==> config.mk <==
export PLATFORM = sky130hd
export DESIGN_NAME = sptx_encoder
export DESIGN_NICKNAME = d
export VERILOG_FILES = /design/src/sptx_pkg.sv /design/src/sptx_lane.sv /design/src/sptx_encoder.sv
export SDC_FILE = /design/constraint.sdc
export NUM_CORES = 2
export LEC_CHECK = 0
export ABC_CLOCK_PERIOD_IN_PS = 7850
export CAP_MARGIN = 15
export CORE_ASPECT_RATIO = 1.25
export CORE_MARGIN = 1.5
export CORE_UTILIZATION = 64
export DETAILED_ROUTE_END_ITERATION = 10
export DONT_BUFFER_PORTS = 1
export HOLD_SLACK_MARGIN = 0.08
export PLACE_DENSITY = 0.83
export SLEW_MARGIN = 20
export SYNTH_ARGS = -nofsm -noshare
export SYNTH_HDL_FRONTEND = slang
export SYNTH_SLANG_ARGS = --single-unit
==> constraint.sdc <==
create_clock -name i_clk -period 7.85 [get_ports i_clk]
set_input_delay 2.355 -clock i_clk [delete_from_list [all_inputs] [get_ports i_clk]]
set_output_delay 2.355 -clock i_clk [all_outputs]
set_load 0.01 [all_outputs]
==> src/sptx_pkg.sv <==
// Shared constants and types for the S/PDIF transmit encoder.
// Assumes one 50 MHz clock and a plain one-cycle register port.
package sptx_pkg;
  // Register byte offsets, one 32-bit word each
  localparam logic [7:0] OFS_CTRL   = 8'h00;
  localparam logic [7:0] OFS_SLOTEN = 8'h04;
  localparam logic [7:0] OFS_SER    = 8'h08;
  localparam logic [7:0] OFS_CLK    = 8'h0C;
  localparam logic [7:0] OFS_VALID  = 8'h10;
  localparam logic [7:0] OFS_STATUS = 8'h14;
  localparam logic [7:0] OFS_FILE   = 8'h40; // 24 words follow
  // Control fields
  localparam int CTRL_EN_BIT    = 0;
  localparam int CTRL_LOOP_BIT  = 1;
  // Clock control fields
  localparam int CLK_DIV_MSB    = 7;
  localparam int CLK_HF_EXT_BIT = 8;
  localparam int CLK_BC_EXT_BIT = 9;
  localparam int CLK_MCO_BIT    = 10;
  // Status fields
  localparam int ST_SLOT_MSB    = 8;
  localparam int ST_CLKFAIL_BIT = 16;
  localparam int ST_UNDER_BIT   = 17;
  // Reset values and the all-slots enable mask
  localparam logic [31:0] SLOTEN_RST = 32'h0000_0000;
  localparam logic [31:0] ALL_SLOTS  = 32'hFFFF_FFFF;
  localparam logic [7:0]  DIV_RST    = 8'h00;
  // Block geometry
  localparam int FILE_WORDS = 6;
  localparam int NUM_FILES  = 4;
  localparam logic [8:0] LAST_SLOT = 9'h17F; // 384 subframes
  localparam logic [5:0] LAST_HALF = 6'h3F;  // 64 half cells
  // File bases: left status, right status, left user, right user
  localparam logic [4:0] CSL_BASE = 5'h00;
  localparam logic [4:0] CSR_BASE = 5'h06;
  localparam logic [4:0] UDL_BASE = 5'h0C;
  localparam logic [4:0] UDR_BASE = 5'h12;
  // Subframe bit positions
  localparam int SF_AUD_LSB = 4;
  localparam int SF_V_BIT   = 28;
  localparam int SF_U_BIT   = 29;
  localparam int SF_C_BIT   = 30;
  // Preamble half-cell patterns, sent msb first from a low line
  localparam logic [7:0] PAT_B = 8'hE8;
  localparam logic [7:0] PAT_M = 8'hE2;
  localparam logic [7:0] PAT_W = 8'hE4;

  typedef enum logic [1:0] {PRE_B, PRE_M, PRE_W} sptx_pre_e;
  typedef enum {ST_IDLE, ST_RUN} sptx_state_e;

  // Command to every lane at a subframe start
  typedef struct packed {
    logic        load;
    sptx_pre_e   pre;
    logic [30:0] word; // bits 30..4 used, parity added by lane
  } sptx_cmd_s;
endpackage : sptx_pkg

==> src/sptx_lane.sv <==
// One serial data lane: biphase mark encoder with preamble insertion.
// Assumes a shared half-cell tick and half-cell index from the sequencer.
`timescale 1ns/1ps
module sptx_lane
  import sptx_pkg::*;
(
  input  wire logic       i_clk,
  input  wire logic       i_rst_n,
  input  wire logic       i_tick,
  input  wire logic [5:0] i_half,
  input  wire sptx_cmd_s  i_cmd,
  output logic            o_level
);
  logic [31:0] word_reg;
  logic [7:0]  pat_reg;
  logic        base_reg;
  logic [31:0] word_next;
  logic [7:0]  pat_next;
  logic        bit_val;

  // Parity makes bits 4..31 carry an even count of ones
  always_comb begin
    word_next = {^i_cmd.word[30:SF_AUD_LSB], i_cmd.word};
    unique case (i_cmd.pre)
      PRE_B:   pat_next = PAT_B;
      PRE_M:   pat_next = PAT_M;
      default: pat_next = PAT_W;
    endcase
    bit_val = word_reg[i_half[5:1]];
  end

  // Latch the subframe and the line level it starts from
  always_ff @(posedge i_clk) begin
    if (!i_rst_n) begin
      word_reg <= '0;
      pat_reg  <= '0;
      base_reg <= 1'b0;
    end else if (i_tick && i_cmd.load) begin
      word_reg <= word_next;
      pat_reg  <= pat_next;
      base_reg <= o_level;
    end
  end

  // Preamble violates biphase; then toggle per cell, mid-cell on one
  always_ff @(posedge i_clk) begin
    if (!i_rst_n) begin
      o_level <= 1'b0;
    end else if (i_tick) begin
      if (i_cmd.load) begin
        o_level <= pat_next[7] ^ o_level;
      end else if (i_half < 6'h08) begin
        o_level <= pat_reg[3'(7 - i_half)] ^ base_reg;
      end else if (!i_half[0] || bit_val) begin
        o_level <= ~o_level;
      end
    end
  end
endmodule : sptx_lane

==> src/sptx_encoder.sv <==
// S/PDIF transmit encoder: register file, subframe sequencer, lanes.
// Assumes synchronous inputs and a one-cycle-read register port.
//
// What this block does
// - Only serializers set as transmitters are driven in this mode.
// - Two-slot transmitter sending biphase mark with inserted bit fields.
// - Separate even/odd validity bits and 384 bits each of status, user.
// - Software enables all slots; slot counter only counts subframes.
// - External master clock optional; monitored for stability when used.
// - All transmitting pins in lock-step, sharing status, user, validity.
// - Any mix of internal/external master and bit clock works.
// - Enable bit set to one selects this transmit mode.
// - Loopback is unavailable while this mode is active.
// - Divider sets bit rate unless the bit clock is external; then each bit clock pin rise is one tick.
// - Data pins output; master clock pin input, or driven if internal and the CLK_MCO_BIT is set.
// - Status and user files single-buffered; live word write is racy.
// - Four six-word files: left/right status, left/right user data.
// - Block of 192 frames, each left then right subframe.
// - Frame f uses word f/32, bit f mod 32 of its file.
`timescale 1ns/1ps
module sptx_encoder
  import sptx_pkg::*;
#(
  parameter int LANES         = 4,
  parameter int CLK_CHECK_MAX = 256 // cycles without a master clock edge
)(
  input  wire logic        i_clk,
  input  wire logic        i_rst_n,
  input  wire logic [7:0]  i_addr,
  input  wire logic [31:0] i_wdata,
  input  wire logic        i_wr,
  input  wire logic        i_rd,
  output logic      [31:0] o_rdata,
  input  wire logic [31:0] i_audio [LANES],
  input  wire logic        i_audio_valid,
  output logic             o_audio_ready,
  input  wire logic        i_tx_master_clock,
  output logic             o_tx_master_clock,
  output logic             o_tx_master_clock_oe,
  input  wire logic        i_tx_bit_clock,
  output logic             o_tx_bit_clock,
  output logic [LANES-1:0] o_serial_data,
  output logic [LANES-1:0] o_serial_data_oe,
  output logic             o_loopback_en
);
  logic              en_reg;
  logic              loop_reg;
  logic [31:0]       sloten_reg;
  logic [LANES-1:0]  role_reg;
  logic [10:0]       clk_reg;
  logic [1:0]        valid_reg;
  logic              clkfail_reg;
  logic              under_reg;
  logic [31:0]       file_reg [FILE_WORDS*NUM_FILES];
  sptx_state_e       state_reg;
  logic [8:0]        slot_reg;
  logic [5:0]        half_reg;
  logic [7:0]        div_reg;
  logic [31:0]       buf_reg [LANES];
  logic              full_reg;
  logic              mclk_reg;
  logic              mclk_prev_reg;
  logic              bclk_prev_reg;
  logic              bclk_out_reg;
  logic [15:0]       chk_reg;
  logic [4:0]        fidx;
  logic              file_hit;
  logic              src_edge;
  logic              tick;
  logic              load;
  logic [8:0]        slot_next;
  logic [7:0]        frame;
  logic [2:0]        wsel;
  logic [4:0]        bsel;
  logic              sub;
  logic              take;
  logic              w1c_under;
  logic              w1c_fail;
  sptx_cmd_s         cmd [LANES];
  logic [LANES-1:0]  lane_lvl;

  assign fidx     = 5'(i_addr[6:2] - OFS_FILE[6:2]);
  assign file_hit = (i_addr >= OFS_FILE) && (fidx < 5'(FILE_WORDS*4));

  // Control registers; loopback bit is kept but never acts in this mode
  always_ff @(posedge i_clk) begin
    if (!i_rst_n) begin
      en_reg     <= 1'b0;
      loop_reg   <= 1'b0;
      sloten_reg <= SLOTEN_RST;
      role_reg   <= '0;
      clk_reg    <= {3'h0, DIV_RST};
      valid_reg  <= 2'h0;
    end else if (i_wr) begin
      unique case (i_addr)
        OFS_CTRL: begin
          en_reg   <= i_wdata[CTRL_EN_BIT];
          loop_reg <= i_wdata[CTRL_LOOP_BIT];
        end
        OFS_SLOTEN: sloten_reg <= i_wdata;
        OFS_SER:    role_reg   <= i_wdata[LANES-1:0];
        OFS_CLK:    clk_reg    <= i_wdata[10:0];
        OFS_VALID:  valid_reg  <= i_wdata[1:0];
        default: ;
      endcase
    end
  end

  // Status and user files; single-buffered so the encoder reads live
  always_ff @(posedge i_clk) begin
    if (!i_rst_n) begin
      for (int k = 0; k < FILE_WORDS*NUM_FILES; k++) begin
        file_reg[k] <= '0;
      end
    end else if (i_wr && file_hit) begin
      file_reg[fidx] <= i_wdata;
    end
  end

  // Read port: data stands only in the cycle after the strobe
  always_ff @(posedge i_clk) begin
    if (!i_rst_n) begin
      o_rdata <= '0;
    end else if (i_rd) begin
      if (file_hit) begin
        o_rdata <= file_reg[fidx];
      end else begin
        unique case (i_addr)
          OFS_CTRL:   o_rdata <= 32'({loop_reg, en_reg});
          OFS_SLOTEN: o_rdata <= sloten_reg;
          OFS_SER:    o_rdata <= 32'(role_reg);
          OFS_CLK:    o_rdata <= 32'(clk_reg);
          OFS_VALID:  o_rdata <= 32'(valid_reg);
          OFS_STATUS: o_rdata <= {14'h0, under_reg, clkfail_reg,
                                  7'h0, slot_reg};
          default:    o_rdata <= 32'h0000_0000;
        endcase
      end
    end else begin
      o_rdata <= '0;
    end
  end

  // Loopback is forced off whenever the encoder is enabled
  assign o_loopback_en = loop_reg && !en_reg;

  // Internal aux clock, driven out on the master clock pin on request
  always_ff @(posedge i_clk) begin
    if (!i_rst_n) begin
      mclk_reg <= 1'b0;
    end else begin
      mclk_reg <= ~mclk_reg;
    end
  end
  assign o_tx_master_clock    = mclk_reg;
  assign o_tx_master_clock_oe = !clk_reg[CLK_HF_EXT_BIT] &&
                                clk_reg[CLK_MCO_BIT];

  // Edge history of the pin clocks, already synchronous to i_clk
  always_ff @(posedge i_clk) begin
    if (!i_rst_n) begin
      mclk_prev_reg <= 1'b0;
      bclk_prev_reg <= 1'b0;
    end else begin
      mclk_prev_reg <= i_tx_master_clock;
      bclk_prev_reg <= i_tx_bit_clock;
    end
  end

  // Source edge is every cycle or each external master clock rise
  assign src_edge = clk_reg[CLK_HF_EXT_BIT] ?
                    (i_tx_master_clock && !mclk_prev_reg) : 1'b1;

  // Clock check: flag a stalled external reference; set beats clear
  assign w1c_fail  = i_wr && (i_addr == OFS_STATUS) &&
                     i_wdata[ST_CLKFAIL_BIT];
  always_ff @(posedge i_clk) begin
    if (!i_rst_n) begin
      chk_reg     <= '0;
      clkfail_reg <= 1'b0;
    end else if (!clk_reg[CLK_HF_EXT_BIT] || src_edge) begin
      chk_reg     <= '0;
      clkfail_reg <= clkfail_reg && !w1c_fail;
    end else if (chk_reg >= 16'(CLK_CHECK_MAX)) begin
      clkfail_reg <= 1'b1;
    end else begin
      chk_reg     <= chk_reg + 16'h0001;
      clkfail_reg <= clkfail_reg && !w1c_fail;
    end
  end

  // Divider: one half-cell tick every div+1 source edges
  always_ff @(posedge i_clk) begin
    if (!i_rst_n || !en_reg) begin
      div_reg <= '0;
    end else if (src_edge) begin
      div_reg <= (div_reg >= clk_reg[CLK_DIV_MSB:0]) ? 8'h00 :
                 div_reg + 8'h01;
    end
  end
  assign tick = en_reg && (clk_reg[CLK_BC_EXT_BIT] ?
                (i_tx_bit_clock && !bclk_prev_reg) :
                (src_edge && div_reg >= clk_reg[CLK_DIV_MSB:0]));

  // Bit clock pin shows the half-cell rate; the protocol ignores it
  always_ff @(posedge i_clk) begin
    if (!i_rst_n) begin
      bclk_out_reg <= 1'b0;
    end else if (tick) begin
      bclk_out_reg <= ~bclk_out_reg;
    end
  end
  assign o_tx_bit_clock = bclk_out_reg;

  // Sequencer: 64 half cells per subframe, 384 subframes per block
  assign load      = tick && (half_reg == LAST_HALF);
  assign slot_next = (slot_reg == LAST_SLOT) ? 9'h000 :
                     slot_reg + 9'h001;
  always_ff @(posedge i_clk) begin
    if (!i_rst_n) begin
      state_reg <= ST_IDLE;
      half_reg  <= LAST_HALF;
      slot_reg  <= LAST_SLOT;
    end else begin
      unique case (state_reg)
        ST_IDLE: begin
          half_reg <= LAST_HALF;
          slot_reg <= LAST_SLOT;
          if (en_reg) begin
            state_reg <= ST_RUN;
          end
        end
        ST_RUN: begin
          if (!en_reg) begin
            state_reg <= ST_IDLE;
          end else if (tick) begin
            half_reg <= half_reg + 6'h01;
            if (load) begin
              slot_reg <= slot_next;
            end
          end
        end
      endcase
    end
  end

  // Subframe fields: frame f picks word f/32, bit f mod 32
  assign frame = slot_next[8:1];
  assign sub   = slot_next[0];
  assign wsel  = frame[7:5];
  assign bsel  = frame[4:0];

  // Sample holding word per lane; lanes drain in lock-step
  assign o_audio_ready = en_reg && !full_reg;
  assign take          = i_audio_valid && o_audio_ready;
  assign w1c_under     = i_wr && (i_addr == OFS_STATUS) &&
                         i_wdata[ST_UNDER_BIT];
  always_ff @(posedge i_clk) begin
    if (!i_rst_n) begin
      full_reg  <= 1'b0;
      under_reg <= 1'b0;
      for (int k = 0; k < LANES; k++) begin
        buf_reg[k] <= '0;
      end
    end else begin
      if (take) begin
        full_reg <= 1'b1;
        for (int k = 0; k < LANES; k++) begin
          buf_reg[k] <= i_audio[k];
        end
      end else if (load && state_reg == ST_RUN) begin
        full_reg <= 1'b0;
      end
      // Underrun sends silence; a new underrun wins over its clear
      if (load && state_reg == ST_RUN && !full_reg) begin
        under_reg <= 1'b1;
      end else if (w1c_under) begin
        under_reg <= 1'b0;
      end
    end
  end

  // Lane commands: own audio, shared status, user and validity
  always_comb begin
    for (int k = 0; k < LANES; k++) begin
      cmd[k].load = load && (state_reg == ST_RUN);
      cmd[k].pre  = sub ? PRE_W :
                    (frame == 8'h00) ? PRE_B : PRE_M;
      cmd[k].word = '0;
      cmd[k].word[27:SF_AUD_LSB] =
        full_reg ? buf_reg[k][23:0] : 24'h000000;
      cmd[k].word[SF_V_BIT] = valid_reg[sub];
      cmd[k].word[SF_U_BIT] =
        file_reg[(sub ? UDR_BASE : UDL_BASE) + 5'(wsel)][bsel];
      cmd[k].word[SF_C_BIT] =
        file_reg[(sub ? CSR_BASE : CSL_BASE) + 5'(wsel)][bsel];
    end
  end

  // One encoder per serial data pin, all on the same tick
  for (genvar g = 0; g < LANES; g++) begin : g_lane
    sptx_lane u_lane (
      .i_clk   (i_clk),
      .i_rst_n (i_rst_n),
      .i_tick  (tick && state_reg == ST_RUN),
      .i_half  (half_reg + 6'h01),
      .i_cmd   (cmd[g]),
      .o_level (lane_lvl[g])
    );
  end

  // Only transmitter lanes drive; receivers stay untouched
  assign o_serial_data    = lane_lvl & role_reg;
  assign o_serial_data_oe = role_reg & {LANES{en_reg}};

  // Checks
  slot_wrap_a: assert property (@(posedge i_clk) disable iff (!i_rst_n)
    load && state_reg == ST_RUN && en_reg && slot_reg == LAST_SLOT
    |=> slot_reg == 9'h000)
    else $error("slot counter did not wrap after 384");
  half_step_a: assert property (@(posedge i_clk) disable iff (!i_rst_n)
    state_reg == ST_RUN && en_reg && tick && half_reg != LAST_HALF
    |=> half_reg == $past(half_reg) + 6'h01)
    else $error("half cell index did not advance");
  block_pre_a: assert property (@(posedge i_clk) disable iff (!i_rst_n)
    cmd[0].load && slot_reg == LAST_SLOT |-> cmd[0].pre == PRE_B)
    else $error("block start without B preamble");
  right_pre_a: assert property (@(posedge i_clk) disable iff (!i_rst_n)
    cmd[0].load && !slot_reg[0] |-> cmd[0].pre == PRE_W)
    else $error("right subframe without W preamble");
  rx_quiet_a: assert property (@(posedge i_clk) disable iff (!i_rst_n)
    (o_serial_data_oe & ~role_reg) == '0)
    else $error("non transmitter lane driven");
  no_loop_a: assert property (@(posedge i_clk) disable iff (!i_rst_n)
    en_reg |-> !o_loopback_en)
    else $error("loopback active in transmit mode");
  clk_fail_a: assert property (@(posedge i_clk) disable iff (!i_rst_n)
    clk_reg[CLK_HF_EXT_BIT] && !src_edge &&
    chk_reg >= 16'(CLK_CHECK_MAX) |=> clkfail_reg)
    else $error("stalled master clock not flagged");
  lane_sync_a: assert property (@(posedge i_clk) disable iff (!i_rst_n)
    cmd[0].load |-> cmd[LANES-1].word[30:28] == cmd[0].word[30:28])
    else $error("lanes differ in shared bits");
  idle_reset_a: assert property (@(posedge i_clk) disable iff (!i_rst_n)
    !en_reg ##1 !en_reg |=> half_reg == LAST_HALF && slot_reg == LAST_SLOT)
    else $error("sequencer not parked while disabled");
endmodule : sptx_encoder

==> impl_metrics.prom <==
# TYPE chip_impl_metric gauge
chip_impl_metric{name="grt_first_pass_wirelength",unit="um"} 339500
chip_impl_metric{name="r2r_cells",unit=""} 18
chip_impl_metric{name="dp_worst_setup_slack",unit="ns"} 0.6736
chip_impl_metric{name="ant_nets",unit=""} 0
chip_impl_metric{name="synth_area",unit="sq um"} 70050
chip_impl_metric{name="drt_pre_antenna_iters",unit=""} 10
chip_impl_info{name="timing.hold.worst_endpoint",value="g_lane[0].u_lane.word_reg[17]$_SDFFE_PN0P_"} 1
chip_impl_metric{name="design.portCount",unit=""} 220
chip_impl_info{name="critical_path.reg2reg.endpoint",value="g_lane[1].u_lane.word_reg[31]$_SDFFE_PN0P_"} 1
chip_impl_info{name="cts-root-buf",value="sky130_fd_sc_hd__clkbuf_16"} 1
chip_impl_metric{name="fp.dieArea",unit="sq um"} 111500
chip_impl_metric{name="report.final.slew_viol_count",unit=""} 0
chip_impl_metric{name="overflow",unit=""} 0
chip_impl_metric{name="max_ffs_per_register",unit=""} 1024
chip_impl_metric{name="report.power.total",unit="uW"} 16110
chip_impl_metric{name="drive_gt1_share",unit="%"} 14.39
chip_impl_metric{name="die_height",unit="um"} 372.9
chip_impl_metric{name="via_count",unit=""} 53903
chip_impl_metric{name="dp.cells",unit=""} 7107
chip_impl_metric{name="die_width",unit="um"} 298.9
chip_impl_metric{name="portBuffers",unit=""} 0
chip_impl_metric{name="hold_buffers",unit=""} 0
chip_impl_info{name="outcome",value="finished with violations"} 1
chip_impl_metric{name="required",unit="ns"} 8.58
chip_impl_metric{name="grt_max_degree",unit=""} 202
chip_impl_metric{name="cts_buffers",unit=""} 136
chip_impl_metric{name="cts-root-to-sink-buffers",unit=""} 3
chip_impl_metric{name="place.detailed.hpwl",unit="um"} 143300
chip_impl_info{name="crit_type",value="register to register"} 1
chip_impl_info{name="setup.worst_path.end_class",value="register"} 1
chip_impl_metric{name="start_util",unit="%"} 64.60
chip_impl_metric{name="num-fill-cells",unit=""} 7118
chip_impl_metric{name="core-area",unit="sq um"} 108400
chip_impl_metric{name="final_period_util",unit="%"} 100.6
chip_impl_metric{name="synth_warn",unit=""} 0
chip_impl_metric{name="synthesis.area_per_instance",unit="sq um"} 12.04
chip_impl_metric{name="max-vdd-ir-drop",unit="V"} 0.0002307
chip_impl_metric{name="syn_to_final_growth",unit="%"} 9.789
chip_impl_metric{name="clkSlewWorstSetupHoldPaths",unit="ns"} 0.06
chip_impl_metric{name="timing_worst_slew_pin_value",unit="ns"} 1.273
chip_impl_info{name="r2r-start",value="slot_reg[0]$_SDFFE_PN1P_"} 1
chip_impl_metric{name="setup_violations",unit=""} 4
chip_impl_metric{name="maxSlewHeadroom",unit="%"} 14.90
chip_impl_metric{name="wl_per_cell",unit="um"} 31.79
chip_impl_metric{name="design.final.nets",unit=""} 6002
chip_impl_metric{name="clock_sinks",unit=""} 1365
chip_impl_metric{name="hold_violations",unit=""} 0
chip_impl_info{name="worst_setup_path_start_kind",value="register"} 1
chip_impl_metric{name="place.gp.congestion",unit=""} 1.028
chip_impl_info{name="synth-main-ff-cell",value="sky130_fd_sc_hd__edfxtp_1"} 1
chip_impl_metric{name="yosys_register_bits",unit=""} 1365
chip_impl_metric{name="wp_data_arrival",unit="ns"} 8.63
chip_impl_metric{name="final_cell_count_no_fill",unit=""} 7377
chip_impl_info{name="failed_checks",value="setup timing"} 1
chip_impl_metric{name="synth_cell_type_count",unit=""} 91
chip_impl_metric{name="timing.reg2reg.setup_slack",unit="ns"} -0.05
chip_impl_metric{name="grt_util_all_layers",unit="%"} 41.91
chip_impl_info{name="hp-start",value="g_lane[0].u_lane.word_reg[17]$_SDFFE_PN0P_"} 1
chip_impl_metric{name="drt_iter0_drc",unit=""} 9445
chip_impl_metric{name="fin_worst_skew",unit="ns"} 0.03194
chip_impl_metric{name="number_of_global_route_vias_before_repair",unit=""} 52913
chip_impl_metric{name="synth_seq_area_share",unit="%"} 55.01
chip_impl_info{name="hold_path.class",value="register to register"} 1
chip_impl_metric{name="clock_latency",unit="ns"} 0.81
chip_impl_metric{name="max_cap_viol_count",unit=""} 0
chip_impl_metric{name="number_of_h_tree_levels",unit=""} 4
chip_impl_metric{name="critPathMaxFanout",unit=""} 21
chip_impl_metric{name="worst_hold_path.num_cells",unit=""} 2
chip_impl_metric{name="number_of_standard_cell_rows_in_the_floorplan",unit=""} 135
chip_impl_metric{name="routed_wl",unit="um"} 234500
chip_impl_info{name="grt_setup_unrepaired",value="no"} 1
chip_impl_metric{name="fraction_of_registers_with_async_set_reset",unit="%"} 0
chip_impl_metric{name="synth-edff-count",unit=""} 1120
chip_impl_metric{name="post_synth_inst_count",unit=""} 5819
chip_impl_metric{name="setup_slack",unit="ns"} -0.04861
chip_impl_metric{name="p_per_area",unit="nW/um^2"} 209.5
chip_impl_metric{name="total_leakage_power",unit="uW"} 0.02608
chip_impl_metric{name="initial_antenna_violation_count",unit=""} 20
chip_impl_metric{name="finalCriticalPeriod",unit="ns"} 7.899
chip_impl_metric{name="maxClockFrequency",unit="MHz"} 126.6
chip_impl_metric{name="routed_via_density",unit=""} 7.307
chip_impl_metric{name="drc",unit=""} 0
chip_impl_info{name="cts_tree",value="built"} 1
==> Yosys cell counts, types with 17 or more instances <==
cell / n / area [sq um]
sky130_fd_sc_hd__a211oi_1: 53 / 397.9
sky130_fd_sc_hd__a21oi_1: 267 / 1336
sky130_fd_sc_hd__a22oi_1: 122 / 915.9
sky130_fd_sc_hd__a31o_2: 17 / 148.9
sky130_fd_sc_hd__a31oi_1: 94 / 588.1
sky130_fd_sc_hd__a32oi_1: 18 / 157.7
sky130_fd_sc_hd__and2_1: 884 / 5530
sky130_fd_sc_hd__and3_1: 55 / 344.1
sky130_fd_sc_hd__buf_1: 70 / 262.8
sky130_fd_sc_hd__buf_2: 48 / 240.2
sky130_fd_sc_hd__clkbuf_1: 399 / 1498
sky130_fd_sc_hd__dfxtp_1: 245 / 4905
sky130_fd_sc_hd__edfxtp_1: 1120 / 33630
sky130_fd_sc_hd__inv_1: 31 / 116.4
sky130_fd_sc_hd__mux2_2: 35 / 394.1
sky130_fd_sc_hd__mux2i_1: 120 / 1201
sky130_fd_sc_hd__mux4_2: 345 / 7770
sky130_fd_sc_hd__nand2_1: 584 / 2192
sky130_fd_sc_hd__nand2b_1: 26 / 162.7
sky130_fd_sc_hd__nand3_1: 231 / 1156
sky130_fd_sc_hd__nand4_1: 28 / 175.2
sky130_fd_sc_hd__nor2_1: 187 / 701.9
sky130_fd_sc_hd__nor3_1: 100 / 500.5
sky130_fd_sc_hd__nor3b_1: 22 / 165.2
sky130_fd_sc_hd__nor4_1: 37 / 231.5
sky130_fd_sc_hd__o211ai_1: 36 / 270.3
sky130_fd_sc_hd__o21ai_0: 128 / 640.6
sky130_fd_sc_hd__o22ai_1: 59 / 369.1
sky130_fd_sc_hd__or3_1: 23 / 143.9
sky130_fd_sc_hd__or4_1: 18 / 135.1
sky130_fd_sc_hd__xnor2_1: 99 / 867.1
sky130_fd_sc_hd__xor2_1: 32 / 280.3
==> where the power goes <==
| part | internal, uW | switching, uW | total [uW] |
|---|---|---|---|
| sequential | 8190 | 195 | 8380 |
| clock | 3850 | 2920 | 6770 |
| combinational | 400 | 559 | 960 |
| total | 12400 | 3670 | 16100 |
==> layout make-up <==
class                           instances  area (sq um)  share of cell area [%]
Antenna cell                           17         42.54                 0.05531
Clock buffer                          176          3687                   4.794
Clock inverter                         75         879.6                   1.144
Inverter                               33         128.9                  0.1676
Multi-Input combinational cell       4135         30710                   39.92
Sequential cell                      1365         38550                   50.12
Tap cell                             1438          1799                   2.339
Timing Repair Buffer                  138          1124                   1.461
==> cells in the final DEF, fill, tap and decap left out, drive strengths merged, types with 138 or more instances in the layout <==
cell and count:
a21oi 271, and2 885, buf 138, clkbuf 176, conb 256, dfxtp 245
edfxtp 1120, mux4 345, nand2 585, nand3 232, nor2 188
==> routing by layer <==
layer  wire length [um]  GRT usage, %
met4              23530         32.87
met3              37880         16.69
met2             104000         62.94
met1              69040         47.70
met5                 76             0
==> worst max-delay path, cell delays in order (launching register included) <==
cell and delay [ns]:
sky130_fd_sc_hd__dfxtp_1 0.74, sky130_fd_sc_hd__ha_2 0.51, sky130_fd_sc_hd__and4b_1 0.30, sky130_fd_sc_hd__nand2_1 0.15, sky130_fd_sc_hd__nand2b_1 0.47, sky130_fd_sc_hd__inv_1 0.14, sky130_fd_sc_hd__fa_2 0.89, sky130_fd_sc_hd__or2_2 0.36
sky130_fd_sc_hd__buf_4 0.41, sky130_fd_sc_hd__or3_1 0.16, sky130_fd_sc_hd__o311ai_0 0.13, sky130_fd_sc_hd__a211oi_1 0.77, sky130_fd_sc_hd__o21ai_0 0.63, sky130_fd_sc_hd__nor4_1 0.39, sky130_fd_sc_hd__nand4b_1 0.73, sky130_fd_sc_hd__o211ai_2 0.59
sky130_fd_sc_hd__xnor2_1 0.19, sky130_fd_sc_hd__nand2_1 0.09, sky130_fd_sc_hd__a21oi_2 0.14
==> worst max path at each step <==
stage | endpoint | slack [ns] | from | cells past startpoint
after CTS | g_lane[1].u_lane.word_reg[31]$_SDFFE_PN0P_ | 0.62 | slot_reg[0]$_SDFFE_PN1P_ | 19
after global placement | g_lane[3].u_lane.word_reg[31]$_SDFFE_PN0P_ | 0.82 | slot_reg[0]$_SDFFE_PN1P_ | 22
after global routing | g_lane[3].u_lane.word_reg[31]$_SDFFE_PN0P_ | 0.16 | slot_reg[0]$_SDFFE_PN1P_ | 18
after detailed placement | g_lane[3].u_lane.word_reg[31]$_SDFFE_PN0P_ | 0.67 | slot_reg[0]$_SDFFE_PN1P_ | 19
after floorplan | file_reg[23][0]$_SDFFCE_PN0P_ | 1.61 | i_addr[2] | 6
final | g_lane[1].u_lane.word_reg[31]$_SDFFE_PN0P_ | -0.05 | slot_reg[0]$_SDFFE_PN1P_ | 18
==> cells by family (layout without fill, tap and decap cells) <==
logic type	after synthesis	in the layout	synth area share (%)
muxes	501	501	13.38
other	1	273	0.005353
and+or+nand+nor	2243	2243	16.84
xor gates and xnor gates	135	135	1.731
adders and majority gates	18	18	0.3429
DFF	1365	1365	55.01
buffers and inverters	574	422	3.395
AOI/OAI and AO/OA	982	982	9.291
==> repair_timing <==
item | 4_1_cts | 5_1_grt
setup endpoints to repair | 0 | 4
gates resized for setup | 0 | 1
buffers inserted | 0 | 1
==> through the flow <==
stage | area [sq um] | hold WS (ns) | TNS [ns] | util, %
2_1_floorplan | 71010 | 0.4277 | 0 | -
5_1_grt | 76880 | 0.4643 | 0 | 70.89
3_3_place_gp | 72240 | 0.4353 | 0 | 66.62
4_1_cts | 76810 | 0.4500 | 0 | 70.83
6_report | 76910 | 0.4489 | -0.1185 | 70.93
3_5_place_dp | 72240 | 0.4431 | 0 | 66.62
No activity file was read; power rests on OpenSTA's default activity.
